[src/pkg/static_line_pkg.sv]
// Package for the static digital line port: register map, field layout, reset values.
// Assumes a 32-bit APB slave with word-aligned registers.
package static_line_pkg;
	localparam int DataWidth = 32;
	localparam int AuxWidth = 4;
	localparam int AddrWidth = 8;

	// Byte offsets of the registers
	localparam logic [7:0] OffDataOut = 8'h00;
	localparam logic [7:0] OffDataIn = 8'h04;
	localparam logic [7:0] OffOutEnable = 8'h08;
	localparam logic [7:0] OffOpenDrain = 8'h0c;
	localparam logic [7:0] OffAuxPort = 8'h10;
	localparam logic [7:0] OffAuxLineMask = 8'h14;
	localparam logic [7:0] OffGroupMode = 8'h18;
	localparam logic [7:0] OffStatus = 8'h1c;
	localparam logic [7:0] OffDataMask = 8'h20;

	// Group mode field: two bits per group, group 1 in bits 1:0, group 2 in bits 3:2
	localparam int GroupModeWidth = 4;
	localparam int Group1Lsb = 0;
	localparam int Group2Lsb = 2;
	localparam logic [1:0] ModeIdle = 2'h0;
	localparam logic [1:0] ModeHandshake = 2'h1;
	localparam logic [1:0] ModePattern = 2'h2;

	// Status register bit positions
	localparam int StatGroup1Busy = 0;
	localparam int StatGroup2Busy = 1;
	localparam int StatAuxPortFree = 2;
	localparam int StatDataPull = 3;
	localparam int StatControlPull = 4;

	// Reset values
	localparam logic [31:0] RstDataOut = 32'h0000_0000;
	localparam logic [31:0] RstOutEnable = 32'h0000_0000;
	localparam logic [31:0] RstOpenDrain = 32'h0000_0000;
	localparam logic [31:0] RstDataMask = 32'hffff_ffff;
	localparam logic [3:0] RstAuxOut = 4'h0;
	localparam logic [3:0] RstAuxLineMask = 4'hf;
	localparam logic [3:0] RstGroupMode = 4'h0;
	localparam logic [1:0] RstControlOut = 2'h0;
	localparam logic [1:0] RstControlOen = 2'h3;
endpackage

[src/core/static_line_port.sv]
// Static digital line port: 32 data lines plus a four-bit auxiliary control-line port.
// Assumes an APB master on clock, and an external pad ring that resolves pins and pulls.
//
// Behaviour
// - Every line read or write is triggered only by a software register access.
// - Each of the 32 data lines has its own direction setting.
// - Open-drain lines drive low only and release the pin for high.
// - Driven outputs drive both levels whatever the data pull select says.
// - Data pull select sets the level undriven data lines settle to.
// - Reading an open-drain line returns the real pin level.
// - Two independent timing groups each own four control lines.
// - A group in handshake or pattern mode withholds its control lines.
// - Idle groups give eight control lines: four inputs, four driven outputs.
// - The auxiliary port is four bits wide.
// - Aux writes touch only outputs; aux reads return only inputs.
// - Aux inputs: stop triggers 1,2, asks 1,2; outputs: clocks 1,2, replies 1,2.
// - Whole aux port only when both groups free, else line by line.
// - Masked accesses touch only selected lines, never busy-group lines.
//
// Local design decisions: the placing of the registers and the APB slave port.
`timescale 1ns/10ps
module static_line_port #(
	parameter int DataWidth = 32,
	parameter int AuxWidth = 4
) (
	input wire logic clock,
	input wire logic sys_rst,
	input wire logic psel,
	input wire logic penable,
	input wire logic pwrite,
	input wire logic [7:0] paddr,
	input wire logic [31:0] pwdata,
	input wire logic [3:0] pstrb,
	output logic [31:0] prdata,
	output logic pready,
	output logic pslverr,
	input wire logic [DataWidth-1:0] dataLineIn,
	output logic [DataWidth-1:0] dataLineOut,
	output logic [DataWidth-1:0] dataLineOen,
	input wire logic dataPullSelect,
	input wire logic controlPullSelect,
	input wire logic [1:0] stopTriggerLine,
	input wire logic [1:0] askLine,
	output logic [1:0] peripheralClockLine,
	output logic [1:0] replyLine,
	output logic [1:0] controlLineOen
);
	logic [DataWidth-1:0] dataOut_reg;
	logic [DataWidth-1:0] outEnable_reg;
	logic [DataWidth-1:0] openDrain_reg;
	logic [DataWidth-1:0] dataMask_reg;
	logic [AuxWidth-1:0] auxOut_reg;
	logic [AuxWidth-1:0] auxLineMask_reg;
	logic [static_line_pkg::GroupModeWidth-1:0] groupMode_reg;
	logic [DataWidth-1:0] dataSync;
	logic [AuxWidth-1:0] auxSync;
	logic [DataWidth-1:0] pinNext;
	logic [DataWidth-1:0] oenNext;
	logic [AuxWidth-1:0] auxFree;
	logic [AuxWidth-1:0] auxOutNext;
	logic [AuxWidth-1:0] auxWriteSel;
	logic [AuxWidth-1:0] auxReadSel;
	logic [31:0] prdata_next;
	logic [31:0] wrMerged;
	logic group1Busy;
	logic group2Busy;
	logic auxPortFree;
	logic setupPhase;
	logic accessDone_reg;
	logic wrStrobe;
	logic addrValid;
	logic [1:0] pullSync;
	logic [1:0] pullLevel_reg;

	// Pin inputs are asynchronous; data lines and aux inputs pass three stages
	pin_sync #(
		.Width(DataWidth)
	) u_data_sync (
		.clock(clock),
		.sys_rst(sys_rst),
		.pinIn(dataLineIn),
		.pinOut(dataSync)
	);

	pin_sync #(
		.Width(AuxWidth)
	) u_aux_sync (
		.clock(clock),
		.sys_rst(sys_rst),
		.pinIn({askLine, stopTriggerLine}),
		.pinOut(auxSync)
	);

	// Pull selects are pin levels too; bit 0 data pull, bit 1 control pull
	pin_sync #(
		.Width(2)
	) u_pull_sync (
		.clock(clock),
		.sys_rst(sys_rst),
		.pinIn({controlPullSelect, dataPullSelect}),
		.pinOut(pullSync)
	);

	// Group busy whenever its mode is not idle
	always_comb
	begin
		group1Busy = groupMode_reg[static_line_pkg::Group1Lsb +: 2] != static_line_pkg::ModeIdle;
		group2Busy = groupMode_reg[static_line_pkg::Group2Lsb +: 2] != static_line_pkg::ModeIdle;
		auxPortFree = !group1Busy && !group2Busy;
		// Aux bit 0 and 2 belong to group 1, bits 1 and 3 to group 2
		auxFree = {!group2Busy, !group1Busy, !group2Busy, !group1Busy};
	end

	// APB decode; zero-wait answer one cycle after setup
	always_comb
	begin
		setupPhase = psel && !penable;
		wrStrobe = psel && penable && pwrite && !accessDone_reg;
		unique case (paddr)
			static_line_pkg::OffDataOut, static_line_pkg::OffDataIn,
			static_line_pkg::OffOutEnable, static_line_pkg::OffOpenDrain,
			static_line_pkg::OffAuxPort, static_line_pkg::OffAuxLineMask,
			static_line_pkg::OffGroupMode, static_line_pkg::OffStatus,
			static_line_pkg::OffDataMask:
				addrValid = 1'b1;
			default:
				addrValid = 1'b0;
		endcase
	end

	// Byte-lane merge helper for full-word registers
	function automatic logic [31:0] mergeLanes(input logic [31:0] old, input logic [31:0] nw,
		input logic [3:0] strb);
		logic [31:0] res;
		res = old;
		for (int b = 0; b < 4; b++)
			if (strb[b])
				res[8*b +: 8] = nw[8*b +: 8];
		return res;
	endfunction

	assign wrMerged = mergeLanes(dataOut_reg, pwdata, pstrb);

	// Access tracking: pready high in access phase, one cycle
	always_ff @(posedge clock)
	begin
		if (sys_rst)
			accessDone_reg <= 1'b0;
		else
			accessDone_reg <= psel && penable && !accessDone_reg;
	end

	// Zero-wait answer: ready in the access cycle after every setup
	always_ff @(posedge clock)
	begin
		if (sys_rst)
			pready <= 1'b0;
		else
			pready <= setupPhase;
	end

	// Error flag for addresses outside the map, alongside ready
	always_ff @(posedge clock)
	begin
		if (sys_rst)
			pslverr <= 1'b0;
		else
			pslverr <= setupPhase && !addrValid;
	end

	// Data output value, only masked lines change
	always_ff @(posedge clock)
	begin
		if (sys_rst)
			dataOut_reg <= static_line_pkg::RstDataOut;
		else if (wrStrobe && addrValid && paddr == static_line_pkg::OffDataOut)
			dataOut_reg <= (wrMerged & dataMask_reg) | (dataOut_reg & ~dataMask_reg);
	end

	// Per-line output enable; a cleared bit leaves the line an input
	always_ff @(posedge clock)
	begin
		if (sys_rst)
			outEnable_reg <= static_line_pkg::RstOutEnable;
		else if (wrStrobe && paddr == static_line_pkg::OffOutEnable)
			outEnable_reg <= mergeLanes(outEnable_reg, pwdata, pstrb);
	end

	// Per-line driver type: open drain or driven both ways
	always_ff @(posedge clock)
	begin
		if (sys_rst)
			openDrain_reg <= static_line_pkg::RstOpenDrain;
		else if (wrStrobe && paddr == static_line_pkg::OffOpenDrain)
			openDrain_reg <= mergeLanes(openDrain_reg, pwdata, pstrb);
	end

	// Line mask for masked data writes
	always_ff @(posedge clock)
	begin
		if (sys_rst)
			dataMask_reg <= static_line_pkg::RstDataMask;
		else if (wrStrobe && paddr == static_line_pkg::OffDataMask)
			dataMask_reg <= mergeLanes(dataMask_reg, pwdata, pstrb);
	end

	// Group modes reserve control lines
	always_ff @(posedge clock)
	begin
		if (sys_rst)
			groupMode_reg <= static_line_pkg::RstGroupMode;
		else if (wrStrobe && paddr == static_line_pkg::OffGroupMode && pstrb[0])
			groupMode_reg <= pwdata[static_line_pkg::GroupModeWidth-1:0];
	end

	// Aux line mask selects lines for line-by-line access
	always_ff @(posedge clock)
	begin
		if (sys_rst)
			auxLineMask_reg <= static_line_pkg::RstAuxLineMask;
		else if (wrStrobe && paddr == static_line_pkg::OffAuxLineMask && pstrb[0])
			auxLineMask_reg <= pwdata[AuxWidth-1:0];
	end

	// Whole port when both groups free; else only free, masked lines
	always_comb
	begin
		auxWriteSel = auxPortFree ? {AuxWidth{1'b1}} : (auxLineMask_reg & auxFree);
		auxWriteSel = auxWriteSel & auxFree;
		auxReadSel = auxPortFree ? {AuxWidth{1'b1}} : (auxLineMask_reg & auxFree);
		auxOutNext = (pwdata[AuxWidth-1:0] & auxWriteSel) | (auxOut_reg & ~auxWriteSel);
	end

	// Aux write updates only the four output lines
	always_ff @(posedge clock)
	begin
		if (sys_rst)
			auxOut_reg <= static_line_pkg::RstAuxOut;
		else if (wrStrobe && paddr == static_line_pkg::OffAuxPort && pstrb[0])
			auxOut_reg <= auxOutNext;
	end

	// Pin drive: driven output both levels, open drain low only
	always_comb
	begin
		for (int i = 0; i < DataWidth; i++)
		begin
			pinNext[i] = dataOut_reg[i];
			if (!outEnable_reg[i])
				oenNext[i] = 1'b1;
			else if (openDrain_reg[i])
			begin
				pinNext[i] = 1'b0;
				oenNext[i] = dataOut_reg[i];
			end
			else
				oenNext[i] = 1'b0;
		end
	end

	always_ff @(posedge clock)
	begin
		if (sys_rst)
		begin
			dataLineOut <= '0;
			dataLineOen <= '1;
		end
		else
		begin
			dataLineOut <= pinNext;
			dataLineOen <= oenNext;
		end
	end

	// Control outputs follow the aux output register
	always_ff @(posedge clock)
	begin
		if (sys_rst)
		begin
			peripheralClockLine <= static_line_pkg::RstControlOut;
			replyLine <= static_line_pkg::RstControlOut;
		end
		else
		begin
			peripheralClockLine <= auxOut_reg[1:0];
			replyLine <= auxOut_reg[3:2];
		end
	end

	// Control drivers released while their group is busy
	always_ff @(posedge clock)
	begin
		if (sys_rst)
			controlLineOen <= static_line_pkg::RstControlOen;
		else
			controlLineOen <= {group2Busy, group1Busy};
	end

	// Pull levels tracked for status only; pad applies them to undriven lines
	always_ff @(posedge clock)
	begin
		if (sys_rst)
			pullLevel_reg <= 2'h0;
		else
			pullLevel_reg <= pullSync;
	end

	// Read mux
	always_comb
	begin
		prdata_next = 32'h0000_0000;
		unique case (paddr)
			static_line_pkg::OffDataOut:
				prdata_next = dataOut_reg;
			static_line_pkg::OffDataIn:
				prdata_next = dataSync & dataMask_reg;
			static_line_pkg::OffOutEnable:
				prdata_next = outEnable_reg;
			static_line_pkg::OffOpenDrain:
				prdata_next = openDrain_reg;
			static_line_pkg::OffAuxPort:
				prdata_next[AuxWidth-1:0] = auxSync & auxReadSel;
			static_line_pkg::OffAuxLineMask:
				prdata_next[AuxWidth-1:0] = auxLineMask_reg;
			static_line_pkg::OffGroupMode:
				prdata_next[static_line_pkg::GroupModeWidth-1:0] = groupMode_reg;
			static_line_pkg::OffStatus:
			begin
				prdata_next[static_line_pkg::StatGroup1Busy] = group1Busy;
				prdata_next[static_line_pkg::StatGroup2Busy] = group2Busy;
				prdata_next[static_line_pkg::StatAuxPortFree] = auxPortFree;
				prdata_next[static_line_pkg::StatDataPull] = pullLevel_reg[0];
				prdata_next[static_line_pkg::StatControlPull] = pullLevel_reg[1];
			end
			static_line_pkg::OffDataMask:
				prdata_next = dataMask_reg;
			default:
				prdata_next = 32'h0000_0000;
		endcase
	end

	// Read data latched at setup, stands through access phase
	always_ff @(posedge clock)
	begin
		if (sys_rst)
			prdata <= 32'h0000_0000;
		else if (setupPhase && !pwrite)
			prdata <= prdata_next;
	end
endmodule

[src/core/pin_sync.sv]
// Three-stage synchroniser bank for pin inputs with agreement filter.
// Assumes a single clock and synchronous active-high reset.
`timescale 1ns/10ps
module pin_sync #(
	parameter int Width = 32
) (
	input wire logic clock,
	input wire logic sys_rst,
	input wire logic [Width-1:0] pinIn,
	output logic [Width-1:0] pinOut
);
	logic [Width-1:0] stage1_reg;
	logic [Width-1:0] stage2_reg;
	logic [Width-1:0] stage3_reg;

	// Shift chain; first stage feeds only the second
	always_ff @(posedge clock)
	begin
		if (sys_rst)
		begin
			stage1_reg <= '0;
			stage2_reg <= '0;
			stage3_reg <= '0;
		end
		else
		begin
			stage1_reg <= pinIn;
			stage2_reg <= stage1_reg;
			stage3_reg <= stage2_reg;
		end
	end

	// A bit changes once stages two and three agree
	genvar i;
	generate
		for (i = 0; i < Width; i++)
		begin : g_bit
			always_ff @(posedge clock)
			begin
				if (sys_rst)
					pinOut[i] <= 1'b0;
				else if (stage2_reg[i] == stage3_reg[i])
					pinOut[i] <= stage3_reg[i];
			end
		end
	endgenerate
endmodule

[config.mk]
export PLATFORM = sky130hd
export DESIGN_NAME = static_line_port
export DESIGN_NICKNAME = d
export VERILOG_FILES = /design/src/pkg/static_line_pkg.sv /design/src/core/static_line_port.sv /design/src/core/pin_sync.sv
export SDC_FILE = /design/constraint.sdc
export NUM_CORES = 1
export LEC_CHECK = 0
export BUFFER_PORTS_ARGS = -buffer_cell sky130_fd_sc_hd__buf_2
export CAP_MARGIN = 5
export CORE_MARGIN = 3
export CORE_UTILIZATION = 52
export DETAILED_ROUTE_END_ITERATION = 7
export PLACE_DENSITY = 0.76
export SKIP_CTS_REPAIR_TIMING = 1
export SYNTH_ARGS = -nofsm -noshare
export SYNTH_HDL_FRONTEND = slang
export SYNTH_SLANG_ARGS = --single-unit
[constraint.sdc]
create_clock -name clock -period 1.9 [get_ports clock]
set_input_delay 0.38 -clock clock [delete_from_list [all_inputs] [get_ports clock]]
set_output_delay 0.38 -clock clock [all_outputs]
set_load 0.005 [all_outputs]
Word-level counts from Yosys, hierarchy flattened

Cells that the tools add are included.

Register bits: 399
Bits of input ports: 87
Output and inout bits: 104
Word-level logic and storage cells: 372

Equality and inequality tests: 46
Multiplexer cells: 105
Bitwise gates (word level): 44
Reductions and logical operators: 73

Operators by type and width:

| cell                                                                   | count |
|---|---|
| 27-bit case mux with 5 select lines                                    | 1 |
| 1-bit 2-to-1 mux                                                       | 97 |
| 32-bit bitwise AND                                                     | 3 |
| 2-bit OR reduction                                                     | 32 |
| 1-bit equality test                                                    | 38 |
| 4-bit case mux with 9 select lines                                     | 1 |
| 8-bit by 5-bit equality test with 1-bit output (second input constant) | 4 |
| 8-bit 2-to-1 mux                                                       | 4 |
| 1-bit inverter                                                         | 32 |
| 32-bit inverter                                                        | 1 |
| 32-bit bitwise OR                                                      | 1 |
| 2-bit AND reduction                                                    | 12 |
| 4-bit bitwise AND                                                      | 5 |
| 1-bit logical AND                                                      | 19 |
| 8-bit by 4-bit equality test with 1-bit output (second input constant) | 2 |
| 9-bit OR reduction                                                     | 1 |
| 8-bit by 3-bit equality test with 1-bit output (second input constant) | 1 |
| 8-bit by 6-bit equality test with 1-bit output (second input constant) | 1 |
| 8-bit logical NOT                                                      | 1 |
| 1-bit logical NOT                                                      | 6 |
| 1-bit case mux with 6 select lines                                     | 1 |
| 4-bit 2-to-1 mux                                                       | 1 |
| 4-bit inverter                                                         | 1 |
| 4-bit bitwise OR                                                       | 1 |
| 2-bit nonzero test                                                     | 2 |

Longest topological paths before layout

Depth after elaboration: 8
Depth in mapped cells: 8
Depth with buffers taken out: 5

By module

From an unflattened synthesis, not the netlist that was laid out.

Cells, all modules: 1,570
Area total of the unflattened synthesis: 14,521.4 µm²

By module, submodules not included:

| module                  | instances | cells each | area each (µm²) | seq. area each (µm²) |
|---|---|---|---|---|
| static_line_port        | 1         | 1,175      | 10,112.2        | 4,944.7 |
| pin_sync at u_data_sync | 1         | 334        | 3,694.8         | 2,562.5 |
| pin_sync at u_aux_sync  | 1         | 41         | 486.7           | 320.3 |
| pin_sync at u_pull_sync | 1         | 20         | 227.7           | 160.2 |

Worst setup path before layout

Ideal clock, no wire load.

Path type: in2reg
From: input port paddr[4]
To: register dataMask_reg[10]
Setup time: 120 ps
Arrival time: 1,716 ps
Required time: 1,780 ps
Setup slack: 64 ps
Stages on the path: 6
Path buffers: 2
Path through: buf_2 -> nor4b_1 -> and2_4 -> nand3_4 -> buf_6 -> a211o_1

Word-level cells in the longest chain between the ends: 3

Ends and longest elaborated chain:

| item                                           | RTL line                | RTL |
|---|---|---|
| start, declared                                | static_line_port.sv:31  | `input wire logic [7:0] paddr,` |
| 8-bit by 6-bit equality test with 1-bit output | static_line_port.sv:203 | `else if (wrStrobe && paddr == static_line_pkg::OffDataMask)` |
| 1-bit logical AND                              | static_line_port.sv:203 |  |
| 2-bit AND reduction (no source line)           | n/a                     |  |
| end signal, assigned                           | static_line_port.sv:202 | `dataMask_reg <= static_line_pkg::RstDataMask;` |
| end signal, assigned                           | static_line_port.sv:204 | `dataMask_reg <= mergeLanes(dataMask_reg, pwdata, pstrb);` |
| end, declared                                  | static_line_port.sv:51  | `logic [DataWidth-1:0] dataMask_reg;` |

No other way between the ends.
A chain may end at the register's enable or synchronous reset.

Worst setup path after layout

From: register accessDone_reg
To: register auxLineMask_reg[3]

Word-level cells in the longest chain between the ends: 4

Ends and longest elaborated chain:

| item                           | RTL line                | RTL |
|---|---|---|
| start, declared                | static_line_port.sv:69  | `logic accessDone_reg;` |
| start signal, assigned         | static_line_port.sv:150 | `accessDone_reg <= psel && penable && !accessDone_reg;` |
| 1-bit logical NOT              | static_line_port.sv:118 | `wrStrobe = psel && penable && pwrite && !accessDone_reg;` |
| 1-bit logical AND              | static_line_port.sv:118 |  |
| 1-bit logical AND (2 in a row) | static_line_port.sv:221 | `else if (wrStrobe && paddr == static_line_pkg::OffAuxLineMask && pstrb[0])` |
| end signal, assigned           | static_line_port.sv:220 | `auxLineMask_reg <= static_line_pkg::RstAuxLineMask;` |
| end signal, assigned           | static_line_port.sv:222 | `auxLineMask_reg <= pwdata[AuxWidth-1:0];` |
| end, declared                  | static_line_port.sv:53  | `logic [AuxWidth-1:0] auxLineMask_reg;` |

No other way between the ends.

==> results.cfg <==
[sta]
hold_viol = 0
finalCritPeriodShare = 0.958
tightest_slew_ns = 0.554
layout_min_cycle_time_ns = 1.82
fin_worst_skew_ns = 0.00909
slew_headroom = 0.630
setup_viol = 0
tns_ns = 0
slew_violations = 0
worst_hold_slack_ns = 0.0612
fmax_ghz = 0.550
rsz0062_at_grt = false

[clocking]
clk_latency_ns = 0.53
clk_path_buf_depth = 3
path_clk_slew_ns = 0.06
root_buffer = clkbuf_16
cts_inserted_buffers = 40
cts.sinks = 399
htree_num_levels = 2
cts_tree = done

[place]
placed_cell_area_mm2 = 0.0164
gp_congestion = 0.900
dp.cells = 2122
port_buffers = 190
dp_hpwl_um = 24700

[setup_path]
end_kind = flip-flop
cp_max_fo = 8
ff2ff_path_depth = 5
r2r-start = accessDone_reg
crit_buf_inv = 1
cpLargestDelayFamily = simple AND/OR/NAND/NOR gates
worstReg2RegEnd = auxLineMask_reg[3]
reg2reg_slack_ns = 0.08
crit_path_cell_trace = and4b_2 -> buf_4 -> and4_1 -> nand2_1 -> a211o_1
worstSetupPathType = reg -> reg
critPathMaxStageDelay_ns = 0.38
cpMaxStageDelayCell = and4b_2
crit_required_ns = 2.31
worst_setup_path_start_kind = flip-flop
arrival_ns = 2.23

[global_routing]
gr-usage-all-layers = 0.234
grt_pass1_wl_um = 58300
grt_use_met1 = 0.332
grt_most_used_layer = met2
grt_max_degree = 61
grtUsageMet2 = 0.359
antenna_found_initial = 4
grt_pass1_vias = 11100
grt_overflow = 0
use_met3 = 0.0460

[final_layout]
fillCellCount = 2216
area_delta_synth_final_pct = 21.4
fin_area_mm2 = 0.0177
layout_commonest_cell = dfxtp_1
fin_nets = 1879
fin_cells = 2191
drive_above_1_share = 0.197
final_cell_mix = dfxtp_1 (399), nand2_1 (224), buf_2 (189)

[hold_path]
hp-class = in -> reg
worstHoldEndpoint = u_data_sync.stage1_reg[2]
min_from = dataLineIn[2]
hold_depth = 2

[floorplanning]
start_util = 0.536
fp.dieW_um = 174
dieArea_mm2 = 0.0301
io_pins = 191
row_count = 60
core-area_mm2 = 0.0273
die_h_um = 174

[synth]
syn_avg_cell_area_um2 = 9.24
netlist_area_mm2 = 0.0146
synth_ff_type = dfxtp_1
synthTopCellsByArea = dfxtp_1 (55%), nand2_1 (5.8%), nor2b_1 (5.2%)
synthDistinctLibCells = 51
synth_top_area_share = 0.547
mappedNetlistNets = 1668
synth_cells = 1581
synth.ff_latch_count = 399
ys_seq_area_frac = 0.547
yosys.area.top_type = dfxtp_1
async_flop_share = 0
synth_edf_count = 0
synth_warnings = 0

[run]
cap_violations = 0

[route]
avgRoutedWirePerCell_um = 16.5
drtIter0Drc = 1165
ant_nets = 0
dr.pass1.iters = 5
vias = 12000
wl_um = 36100
drc = 0
viasPerCell = 5.46

[power_and_ir_drop]
p_leak_nw = 7.32
total_power_mw = 17.0
vdd_drop_max_mv = 0.634
p_per_area_mw_per_mm2 = 957

[outcome]
status = complete, no violations
## Yosys cell counts, types with 2 or more instances
| cell | number |
|---|---|
| inv_1 | 60 |
| mux2_2 | 3 |
| a32oi_1 | 3 |
| a211o_1 | 28 |
| a211oi_1 | 32 |
| clkbuf_1 | 58 |
| o2111ai_1 | 2 |
| a22oi_1 | 28 |
| o41ai_1 | 4 |
| nor4b_4 | 2 |
| and4_1 | 5 |
| nand3_1 | 69 |
| a221oi_1 | 31 |
| buf_6 | 3 |
| dfxtp_1 | 399 |
| nand2_1 | 224 |
| nor2b_1 | 122 |
| and3_1 | 3 |
| or3_1 | 2 |
| nand3_2 | 4 |
| a31oi_1 | 3 |
| nor2_1 | 128 |
| o21ai_0 | 84 |
| buf_2 | 30 |
| buf_4 | 4 |
| nor3_1 | 32 |
| mux2i_1 | 67 |
| a21oi_1 | 83 |
| nand3_4 | 7 |
| nand3b_1 | 40 |
## cell type report
type / instances / area, um^2 / share of cell area
flip-flops and latches: 399 / 7990 / 0.451
clock buffers: 52 / 1140 / 0.0642
clock inverters: 16 / 153 / 0.00861
repair buffers: 266 / 1790 / 0.101
well taps: 372 / 465 / 0.0263
inverters: 60 / 225 / 0.0127
multi-input cells: 1025 / 5960 / 0.336
diodes: 1 / 2.50 / 0.000141
## worst reg2reg max path, cell delays in order (launching register included)
cell and delay [ns]:
dfxtp_1 0.31, and4b_2 0.38, buf_4 0.16, and4_1 0.31
nand2_1 0.22, a211o_1 0.33
## power by group
group	total (mW)	internal (mW)	switching, mW
clock network	7.67	4.49	3.18
logic	0.729	0.297	0.432
registers	8.57	8.50	0.0640
## worst max-delay path by stage
| stage | from | endpoint | slack [ns] | depth (start not counted) |
|---|---|---|---|---|
| 6_report | accessDone_reg | auxLineMask_reg[3] | 0.08 | 5 |
| 5_1_grt | accessDone_reg | auxLineMask_reg[3] | 0.003 | 5 |
| 4_1_cts | accessDone_reg | auxLineMask_reg[3] | 0.06 | 5 |
| 3_5_place_dp | paddr[2] | prdata[20] | -0.14 | 8 |
| 3_3_place_gp | paddr[2] | prdata[13] | -0.09 | 8 |
| 2_1_floorplan | paddr[4] | dataMask_reg[10] | 0.06 | 6 |
## cells by family (layout without fill, tap and decap cells)
kind of cell / count (synthesis) / after routing / synth area share
AND/OR/NAND/NOR: 653 / 653 / 0.227
flip-flops: 399 / 399 / 0.547
AO/OA/AOI/OAI: 302 / 302 / 0.133
buffers and inverters: 157 / 394 / 0.0456
multiplexers: 70 / 70 / 0.0482
other: 0 / 1 / 0
## routing by layer
metal | vias to the layer above | share of wire
li1 | 5821 | -
met1 | 5566 | 0.44
met2 | 493 | 0.44
met3 | 82 | 0.087
met4 | 6 | 0.029
met5 | - | 0.00091
## stage by stage
stage | util | worst slack [ns]
after global placement | 0.603 | -0.0933
after floorplan | - | 0.0644
after detailed placement | 0.603 | -0.136
final | 0.651 | 0.0806
after CTS | 0.650 | 0.0557
after global routing | 0.651 | 0.00289
Power figures use the tool's default switching activity.
